**src/dram_train_cfg.svh**
```systemverilog
// Purpose: Constants for the CA training, write leveling and ODT block
// Assumes: Mode-register address and operand layout of the CA bus
// Notes: Definitions only, no logic
`ifndef DRAM_TRAIN_CFG_SVH
`define DRAM_TRAIN_CFG_SVH

`define CA_WIDTH 10
`define DQ_WIDTH 32
`define SYNC_WIDTH 14

// Mode-register addresses (8 bit)
`define ADDR_TRAIN_ENTRY 8'h29
`define ADDR_TRAIN_EXIT 8'h2a
`define ADDR_TRAIN_REMAP 8'h30
`define ADDR_LAT_LEVEL 8'h02
`define ADDR_TERM_CFG 8'h0b

// Operands of the training writes
`define OP_TRAIN_ENTRY 8'ha4
`define OP_TRAIN_EXIT 8'ha8
`define OP_TRAIN_REMAP 8'hc0

// Field positions
`define LEVEL_BIT 7
`define TERM_PD_BIT 2
`define TERM_SEL_HI 1
`define TERM_SEL_LO 0
`define MRW_OPC_HI 3
`define MRW_OPC_LO 0
`define MRW_OPC 4'h0
`define MA_LO_HI 9
`define MA_LO_LO 4
`define MA_HI_HI 1
`define MA_HI_LO 0
`define OP_HI 9
`define OP_LO 2

// Second-session echo lanes and termination reset value
`define REMAP_CA_A 4
`define REMAP_CA_B 9
`define REMAP_DQ_A 0
`define REMAP_DQ_B 8
`define TERM_RESET 3'h0

// Sampler vector layout
`define SV_CK 0
`define SV_CS 1
`define SV_CKE 2
`define SV_DQS 3
`define SV_CA_LO 4
`define SV_CA_HI 13

`endif

```
**src/dram_train_pkg.sv**
```systemverilog
// Purpose: Types shared by the training block
// Assumes: dram_train_cfg.svh gives the widths
// Notes: Types only
`include "dram_train_cfg.svh"
package dram_train_pkg;
  typedef logic [`CA_WIDTH-1:0] ca_t;
  typedef logic [`DQ_WIDTH-1:0] dq_t;
  typedef enum logic [3:0]
  {
    ST_NORMAL = 4'h1,
    ST_TRAIN_A = 4'h2,
    ST_TRAIN_B = 4'h4,
    ST_LEVEL = 4'h8
  } mode_e;
endpackage

```
**src/ddr_pin_sampler.sv**
```systemverilog
// Purpose: Two-flop synchronisers and edge detection for the memory pins
// Assumes: Pins change slower than a few i_clock periods
// Notes: A third flop stage feeds the edge detectors only
`timescale 1ns/100ps
module ddr_pin_sampler
  import dram_train_pkg::*;
(
  input wire logic i_clock,
  input wire logic i_reset,
  input wire logic i_clk_en,
  input wire logic i_ck,
  input wire logic i_cs_n,
  input wire logic i_cke,
  input wire logic i_dqs_t,
  input wire ca_t i_ca,
  output logic o_ck_rise,
  output logic o_ck_fall,
  output logic o_ck_level,
  output logic o_cs_n,
  output logic o_cke,
  output logic o_dqs_rise,
  output ca_t o_ca
);
  logic [`SYNC_WIDTH-1:0] meta_ff;
  logic [`SYNC_WIDTH-1:0] sync_ff;
  logic [`SYNC_WIDTH-1:0] prev_ff;
  logic [`SYNC_WIDTH-1:0] pins;

  assign pins = {i_ca, i_dqs_t, i_cke, i_cs_n, i_ck};

  // First stage is read by the second stage only
  always_ff @(posedge i_clock)
  begin
    if (i_reset)
    begin
      meta_ff <= '0;
      sync_ff <= '0;
      prev_ff <= '0;
    end
    else if (i_clk_en)
    begin
      meta_ff <= pins;
      sync_ff <= meta_ff;
      prev_ff <= sync_ff;
    end
  end

  // CA and clock share one delay, so CA is taken in step with the edge
  assign o_ck_rise = i_clk_en & sync_ff[`SV_CK] & ~prev_ff[`SV_CK];
  assign o_ck_fall = i_clk_en & ~sync_ff[`SV_CK] & prev_ff[`SV_CK];
  assign o_dqs_rise = i_clk_en & sync_ff[`SV_DQS] & ~prev_ff[`SV_DQS];
  assign o_ck_level = sync_ff[`SV_CK];
  assign o_cs_n = sync_ff[`SV_CS];
  assign o_cke = sync_ff[`SV_CKE];
  assign o_ca = sync_ff[`SV_CA_HI:`SV_CA_LO];
endmodule

```
**src/dram_ca_training_leveling_odt.sv**
```systemverilog
// Purpose: CA training echo, write-leveling feedback and ODT switch control
// Assumes: Memory clock far slower than i_clock; read, power-down and
//   self-refresh status come from core logic on i_clock
// Notes: DQ pins are split into data and enable; strobes are never driven
//
// What this block does
// - Write 0x29 with 0xa4 enters CA training
// - Write 0x2a with 0xa8 leaves CA training
// - Entry and exit decode with equal edge values
// - Write 0x30 with 0xc0 at CKE high selects CA4/CA9 session
// - Session one: rising even DQ, falling odd DQ
// - Session two: CA4 on DQ0/1, CA9 DQ8/9
// - Unused DQ hold valid level; strobes stay static
// - Echo updates at falling edge after chip select
// - Irregular clock tolerated during phase shifting
// - Leveling bit of latency register controls leveling
// - Strobe rising edge samples clock onto all DQ
// - Termination pin acts directly, never clock-sampled
// - No termination in self refresh, deep power-down, reads
// - Power-down option decides pin control
// - Low two bits enable and select termination
// - CA training forces termination off
// - Write address and data taken from CA edges
`timescale 1ns/100ps
module dram_ca_training_leveling_odt
  import dram_train_pkg::*;
(
  input wire logic i_clock,
  input wire logic i_reset,
  input wire logic i_clk_en,
  input wire logic i_ck,
  input wire logic i_cs_n,
  input wire logic i_cke,
  input wire ca_t i_ca,
  input wire logic i_dqs_t,
  input wire logic i_odt,
  input wire logic i_read_active,
  input wire logic i_power_down,
  input wire logic i_self_refresh,
  input wire logic i_deep_power_down,
  output dq_t o_dq,
  output dq_t o_dq_oe,
  output logic o_odt_dq,
  output logic o_odt_dqs,
  output logic [1:0] o_rtt_sel,
  output logic o_train_active,
  output logic o_level_active
);
  logic ck_rise;
  logic ck_fall;
  logic ck_level;
  logic cs_n_s;
  logic cke_s;
  logic dqs_rise;
  ca_t ca_s;

  mode_e mode_ff;
  mode_e nxt_mode;
  ca_t rise_ca_ff;
  logic cmd_pend_ff;
  logic [2:0] term_cfg_ff;
  dq_t dq_ff;
  dq_t dq_oe_ff;

  logic cmd_done;
  logic is_mrw;
  logic [7:0] mr_addr;
  logic [7:0] mr_op;
  logic hit_entry;
  logic hit_exit;
  logic hit_remap;
  logic hit_level;
  logic hit_term;
  dq_t cal_a;
  dq_t cal_b;
  dq_t cal_word;
  logic term_gate;

  // Session one skips CA4 and CA9, which move to session two
  function automatic int unsigned pair_ca(input int unsigned p);
    pair_ca = (p < 4) ? p : p + 1;
  endfunction

  // Address from falling CA1..0 over rising CA9..4; data on falling CA9..2
  function automatic logic mrw_match(input ca_t r, input ca_t f,
                                     input logic [7:0] a,
                                     input logic [7:0] op);
    mrw_match = (r[`MRW_OPC_HI:`MRW_OPC_LO] == `MRW_OPC) &&
                ({f[`MA_HI_HI:`MA_HI_LO], r[`MA_LO_HI:`MA_LO_LO]} == a) &&
                (f[`OP_HI:`OP_LO] == op);
  endfunction

  ddr_pin_sampler u_sampler
  (
    .i_clock(i_clock),
    .i_reset(i_reset),
    .i_clk_en(i_clk_en),
    .i_ck(i_ck),
    .i_cs_n(i_cs_n),
    .i_cke(i_cke),
    .i_dqs_t(i_dqs_t),
    .i_ca(i_ca),
    .o_ck_rise(ck_rise),
    .o_ck_fall(ck_fall),
    .o_ck_level(ck_level),
    .o_cs_n(cs_n_s),
    .o_cke(cke_s),
    .o_dqs_rise(dqs_rise),
    .o_ca(ca_s)
  );

  // Command framing: rising half latched when chip select is low, the
  // falling half completes it. Edges are found by sampling, so any clock
  // period or pulse width above a few i_clock periods is handled.
  always_ff @(posedge i_clock)
  begin
    if (i_reset)
    begin
      rise_ca_ff <= '0;
      cmd_pend_ff <= 1'b0;
    end
    else if (i_clk_en)
    begin
      if (ck_rise)
      begin
        cmd_pend_ff <= ~cs_n_s;
        if (!cs_n_s)
        begin
          rise_ca_ff <= ca_s;
        end
      end
      else if (ck_fall)
      begin
        cmd_pend_ff <= 1'b0;
      end
    end
  end

  assign cmd_done = ck_fall & cmd_pend_ff;
  assign is_mrw = (rise_ca_ff[`MRW_OPC_HI:`MRW_OPC_LO] == `MRW_OPC);
  assign mr_addr = {ca_s[`MA_HI_HI:`MA_HI_LO],
                    rise_ca_ff[`MA_LO_HI:`MA_LO_LO]};
  assign mr_op = ca_s[`OP_HI:`OP_LO];

  // Entry/exit patterns repeat on both edges, so they decode before
  // any CA skew has been trained out
  assign hit_entry = mrw_match(rise_ca_ff, ca_s, `ADDR_TRAIN_ENTRY,
                               `OP_TRAIN_ENTRY);
  assign hit_exit = mrw_match(rise_ca_ff, ca_s, `ADDR_TRAIN_EXIT,
                              `OP_TRAIN_EXIT);
  assign hit_remap = mrw_match(rise_ca_ff, ca_s, `ADDR_TRAIN_REMAP,
                               `OP_TRAIN_REMAP);
  assign hit_level = is_mrw && (mr_addr == `ADDR_LAT_LEVEL);
  assign hit_term = is_mrw && (mr_addr == `ADDR_TERM_CFG);

  always_comb
  begin
    nxt_mode = mode_ff;
    if (cmd_done)
    begin
      unique case (mode_ff)
        ST_NORMAL:
        begin
          if (hit_entry)
          begin
            nxt_mode = ST_TRAIN_A;
          end
          else if (hit_level && mr_op[`LEVEL_BIT])
          begin
            nxt_mode = ST_LEVEL;
          end
        end
        ST_TRAIN_A:
        begin
          if (hit_exit)
          begin
            nxt_mode = ST_NORMAL;
          end
          else if (hit_remap && cke_s)
          begin
            nxt_mode = ST_TRAIN_B;
          end
        end
        ST_TRAIN_B:
        begin
          if (hit_exit)
          begin
            nxt_mode = ST_NORMAL;
          end
        end
        ST_LEVEL:
        begin
          // Only the leveling-off write is honoured here
          if (hit_level && !mr_op[`LEVEL_BIT])
          begin
            nxt_mode = ST_NORMAL;
          end
        end
        default:
        begin
          nxt_mode = ST_NORMAL;
        end
      endcase
    end
  end

  always_ff @(posedge i_clock)
  begin
    if (i_reset)
    begin
      mode_ff <= ST_NORMAL;
    end
    else if (i_clk_en)
    begin
      mode_ff <= nxt_mode;
    end
  end

  // Termination configuration is written only in normal decoding
  always_ff @(posedge i_clock)
  begin
    if (i_reset)
    begin
      term_cfg_ff <= `TERM_RESET;
    end
    else if (i_clk_en && cmd_done && mode_ff == ST_NORMAL && hit_term)
    begin
      term_cfg_ff <= mr_op[`TERM_PD_BIT:`TERM_SEL_LO];
    end
  end

  // Session one echo map; unused lanes stay at a valid low
  genvar gp;
  generate
    for (gp = 0; gp < 8; gp++)
    begin : g_map_a
      assign cal_a[2*gp] = rise_ca_ff[pair_ca(gp)];
      assign cal_a[2*gp+1] = ca_s[pair_ca(gp)];
    end
  endgenerate
  assign cal_a[`DQ_WIDTH-1:16] = '0;

  always_comb
  begin
    cal_b = '0;
    cal_b[`REMAP_DQ_A] = rise_ca_ff[`REMAP_CA_A];
    cal_b[`REMAP_DQ_A+1] = ca_s[`REMAP_CA_A];
    cal_b[`REMAP_DQ_B] = rise_ca_ff[`REMAP_CA_B];
    cal_b[`REMAP_DQ_B+1] = ca_s[`REMAP_CA_B];
  end

  assign cal_word = (mode_ff == ST_TRAIN_B) ? cal_b : cal_a;

  // DQ driver: calibration echo, leveling feedback, release on exit.
  // Training writes themselves are not echoed.
  always_ff @(posedge i_clock)
  begin
    if (i_reset)
    begin
      dq_ff <= '0;
      dq_oe_ff <= '0;
    end
    else if (i_clk_en)
    begin
      if (nxt_mode == ST_NORMAL)
      begin
        dq_ff <= '0;
        dq_oe_ff <= '0;
      end
      else if (mode_ff == ST_LEVEL)
      begin
        if (dqs_rise)
        begin
          dq_ff <= {`DQ_WIDTH{ck_level}};
        end
      end
      else if (nxt_mode == ST_LEVEL)
      begin
        dq_ff <= '0;
        dq_oe_ff <= '1;
      end
      else if (cmd_done && (mode_ff == ST_TRAIN_A ||
               mode_ff == ST_TRAIN_B) && !hit_entry && !hit_remap)
      begin
        dq_ff <= cal_word;
        dq_oe_ff <= '1;
      end
    end
  end

  // Termination is a combinational switch: the pin is never sampled,
  // only qualified by configuration, mode and core status
  assign term_gate = (term_cfg_ff[`TERM_SEL_HI:`TERM_SEL_LO] != 2'h0) &&
                     !i_read_active && !i_self_refresh &&
                     !i_deep_power_down &&
                     (!i_power_down || term_cfg_ff[`TERM_PD_BIT]) &&
                     (mode_ff != ST_TRAIN_A) &&
                     (mode_ff != ST_TRAIN_B);
  assign o_odt_dqs = i_odt & term_gate;
  assign o_odt_dq = i_odt & term_gate & (mode_ff != ST_LEVEL);
  assign o_rtt_sel = term_cfg_ff[`TERM_SEL_HI:`TERM_SEL_LO];

  assign o_dq = dq_ff;
  assign o_dq_oe = dq_oe_ff;
  assign o_train_active = (mode_ff == ST_TRAIN_A) ||
                          (mode_ff == ST_TRAIN_B);
  assign o_level_active = (mode_ff == ST_LEVEL);
endmodule

```
**config.mk**
```make
export PLATFORM = sky130hd
export DESIGN_NAME = dram_ca_training_leveling_odt
export DESIGN_NICKNAME = d
export VERILOG_FILES = /design/src/dram_train_pkg.sv /design/src/ddr_pin_sampler.sv /design/src/dram_ca_training_leveling_odt.sv
export VERILOG_INCLUDE_DIRS = /design/src
export SDC_FILE = /design/constraint.sdc
export NUM_CORES = 1
export LEC_CHECK = 0
export BUFFER_PORTS_ARGS = -buffer_cell sky130_fd_sc_hd__buf_4
export CORE_MARGIN = 2
export CORE_UTILIZATION = 35
export DETAILED_ROUTE_END_ITERATION = 6
export SLEW_MARGIN = 30
export SYNTH_ARGS = -nofsm -noshare
export SYNTH_HDL_FRONTEND = slang
export SYNTH_SLANG_ARGS = --single-unit
```
**constraint.sdc**
```tcl
create_clock -name i_clock -period 2.35 [get_ports i_clock]
set_input_delay 0.3525 -clock i_clock [delete_from_list [all_inputs] [get_ports i_clock]]
set_output_delay 0.3525 -clock i_clock [all_outputs]
set_load 0.01 [all_outputs]
```
==> flow_summary.json <==
{
  "fmax_mhz": 383,
  "htreeDepth": 3,
  "numCtsBuffers": 9,
  "ys_seq_area_frac": 0.383,
  "syn2layout_area_growth_pct": 37.9,
  "synth-edff-count": 0,
  "antenna_found_initial": 0,
  "insertedDiodeCount": 0,
  "cts.sinks": 66,
  "synthDistinctLibCells": 47,
  "min-delay-path-class": "input port to register",
  "pin_count": 92,
  "slew_headroom": 0.538,
  "grt_pass1_wl_um": 14100,
  "fin_setup_tns_ns": -4.09,
  "layout.cells.non_filler": 632,
  "wirelength_um": 8750,
  "p_leak_nw": 2.08,
  "ys_warn_count": 0,
  "syn_nets": 417,
  "grt_max_degree": 69,
  "place_inst": 598,
  "worstSetupStartpointType": "register",
  "first_pass_iters": 4,
  "drc": 0,
  "overflow": 0,
  "rsz0062_at_grt": "yes",
  "cp_top_family": "simple AND/OR/NAND/NOR gates",
  "worst_pin_slew_ns": 0.694,
  "min_period_ns": 2.61,
  "drv_cap": 0,
  "arrival_ns": 2.89,
  "slowest_delay_ns": 0.37,
  "route.antenna.remaining_nets": 0,
  "clk_pin_slew_ns": 0.06,
  "place.gp.congestion": 0.924,
  "grt_usage": 0.171,
  "viasPerCell": 4.81,
  "die_area_mm2": 0.0107,
  "insertion_delay_ns": 0.35,
  "hold_ws_ns": 0.243,
  "chipWidth_um": 103,
  "worstPathRequired_ns": 2.62,
  "skew_ns": 0.00704,
  "grt_pass1_vias": 2833,
  "start_util": 0.356,
  "numPortBuffers": 91,
  "nets": 518,
  "finalSetupViolations": 18,
  "path_common_cell": "buf_4",
  "dr.first_iter.drc_count": 141,
  "ys_ff_latch": 66,
  "ir_worst_vdd_uv": 327,
  "drive_gt1_frac": 0.419,
  "fillers": 927,
  "finalHoldViolations": 0,
  "hpwl_um": 6010,
  "postLayoutSetupSlackWorst_ns": -0.263,
  "die_h_um": 103,
  "fin_util": 0.491,
  "clock_path_buffers": 2,
  "syn_inst": 395,
  "cp_cell_sequence": "nor4_4 > nand4_1 > buf_4 > nor4_2 > a31o_1 > o21a_2 > buf_4 > a221oi_4 > a21oi_4 > clkbuf_16 > mux2i_1",
  "crit_type": "register to register",
  "violations": "setup timing",
  "core_area_mm2": 0.00968,
  "syn_avg_cell_area_um2": 8.73,
  "via_count": 3041,
  "status": "finished with violations",
  "crit_fanout": 8,
  "cts_root_buf": "clkbuf_8",
  "wl_per_cell_um": 13.9,
  "p_per_area_mw_per_mm2": 463,
  "synth-async-reset-ratio": 0,
  "synth_area_mm2": 0.00345,
  "end_kind": "register",
  "worst-path-buf-inv": 3,
  "ys.flop_type": "dfxtp_1",
  "rows": 36,
  "cts_tree": "done",
  "slew_viol_final": 0,
  "period_share": 1.11,
  "cp_slowest_cell": "nor4_4"
}
==> flip-flops by register name, indices dropped and copies added, names as in the netlist <==
name / count
rise_ca_ff: 10
o_dq_oe: 1
u_sampler.meta_ff: 14
u_sampler.prev_ff: 2
term_cfg_ff: 3
u_sampler.sync_ff: 14
cmd_pend_ff: 1
mode_ff: 4
o_dq: 17
==> cell usage after synthesis (all sizes together), types with 3 or more instances <==
cell,instances,area share
clkbuf,11,0.012
nand2,36,0.039
nor2,46,0.050
nand4,6,0.011
o21ai,21,0.030
a21oi,31,0.048
buf,56,0.12
mux2i,52,0.15
nor3,7,0.015
nor4,4,0.013
nand3,6,0.0087
nor4b,3,0.0094
nand2b,18,0.033
dfxtp,66,0.38
inv,5,0.0054
==> power by group <==
part / internal [mW] / switching [mW]
Clock: 0.396 / 0.415
Combinational: 0.121 / 0.110
Sequential: 1.14 / 0.0181
==> layout make-up <==
class / instances / area [um2] / share of cell area
flip-flops and latches: 66 / 1330 / 0.280
repair buffers: 157 / 1260 / 0.266
well taps: 133 / 166 / 0.0350
clock inverters: 3 / 17.5 / 0.00368
inverters: 6 / 27.5 / 0.00579
clock buffers: 11 / 141 / 0.0297
multi-input cells: 256 / 1810 / 0.380
==> layer usage <==
metal / vias to the layer above / GRT usage / share of wire
met3: 16 / 0.0444 / 0.063
met4: 0 / 0.0587 / 0.024
met5: - / 0 / 0
met2: 105 / 0.264 / 0.45
met1: 1397 / 0.232 / 0.47
li1: 1523 / - / -
==> path summary, 6_finish.rpt <==
path | slack (ns) | cells past startpoint | startpoint | to
worst max-delay path | -0.26 | 11 | rise_ca_ff[0] | o_dq[7]
worst min-delay path | 0.24 | 3 | i_ca[5] | u_sampler.meta_ff[9]
worst max register to register | -0.26 | 11 | rise_ca_ff[0] | o_dq[7]
worst min register to register | 0.47 | 2 | o_dq[15] | o_dq[15]
==> cell usage in the layout (no fill, tap or decap), drive strengths merged, types with 4 or more instances in the layout <==
cell type	n
a21oi	31
nand3	6
nor2	46
mux2i	52
nand2	36
nand2b	18
clkbuf	12
dfxtp	66
buf	156
nor4	4
inv	5
o21ai	21
nor3	7
nand4	6
==> timing repair <==
| action | in CTS | in global routing |
|---|---|---|
| endpoints found under the hold margin | 0 | 0 |
| cloned | 1 | 1 |
| hold buffers | 0 | 0 |
| setup buffers | 16 | 2 |
| endpoints found under the setup margin | 17 | 18 |
| gates resized for setup | 27 | 15 |
| pin swaps | 3 | 9 |
==> through the flow <==
| step | instance area [um2] | setup WS [ns] | total power [mW] |
|---|---|---|---|
| finish | 4750 | -0.263 | 2.20 |
| global route | 4750 | -0.384 | 2.32 |
| CTS | 4670 | -0.106 | 2.22 |
| detailed placement | 4230 | -0.356 | 1.40 |
| global placement | 4230 | -0.301 | 1.40 |
| floorplan | 3470 | -0.0131 | 1.34 |
==> cells by family (layout without fill, tap and decap cells) <==
logic type                Yosys count  in the layout  synth area share
DFF                                66             66             0.383
AOI/OAI and AO/OA                  67             67             0.123
muxes                              52             52             0.151
buffers and inverters              73            177             0.137
xor gates and xnor gates            1              1           0.00254
and+or+nand+nor                   136            136             0.204
==> worst min-delay path, stage by stage <==
cell,delay (ns)
buf_4,0.08
mux2i_1,0.05
nor2_1,0.07
Note: power is estimated with default switching activity, not from simulation.
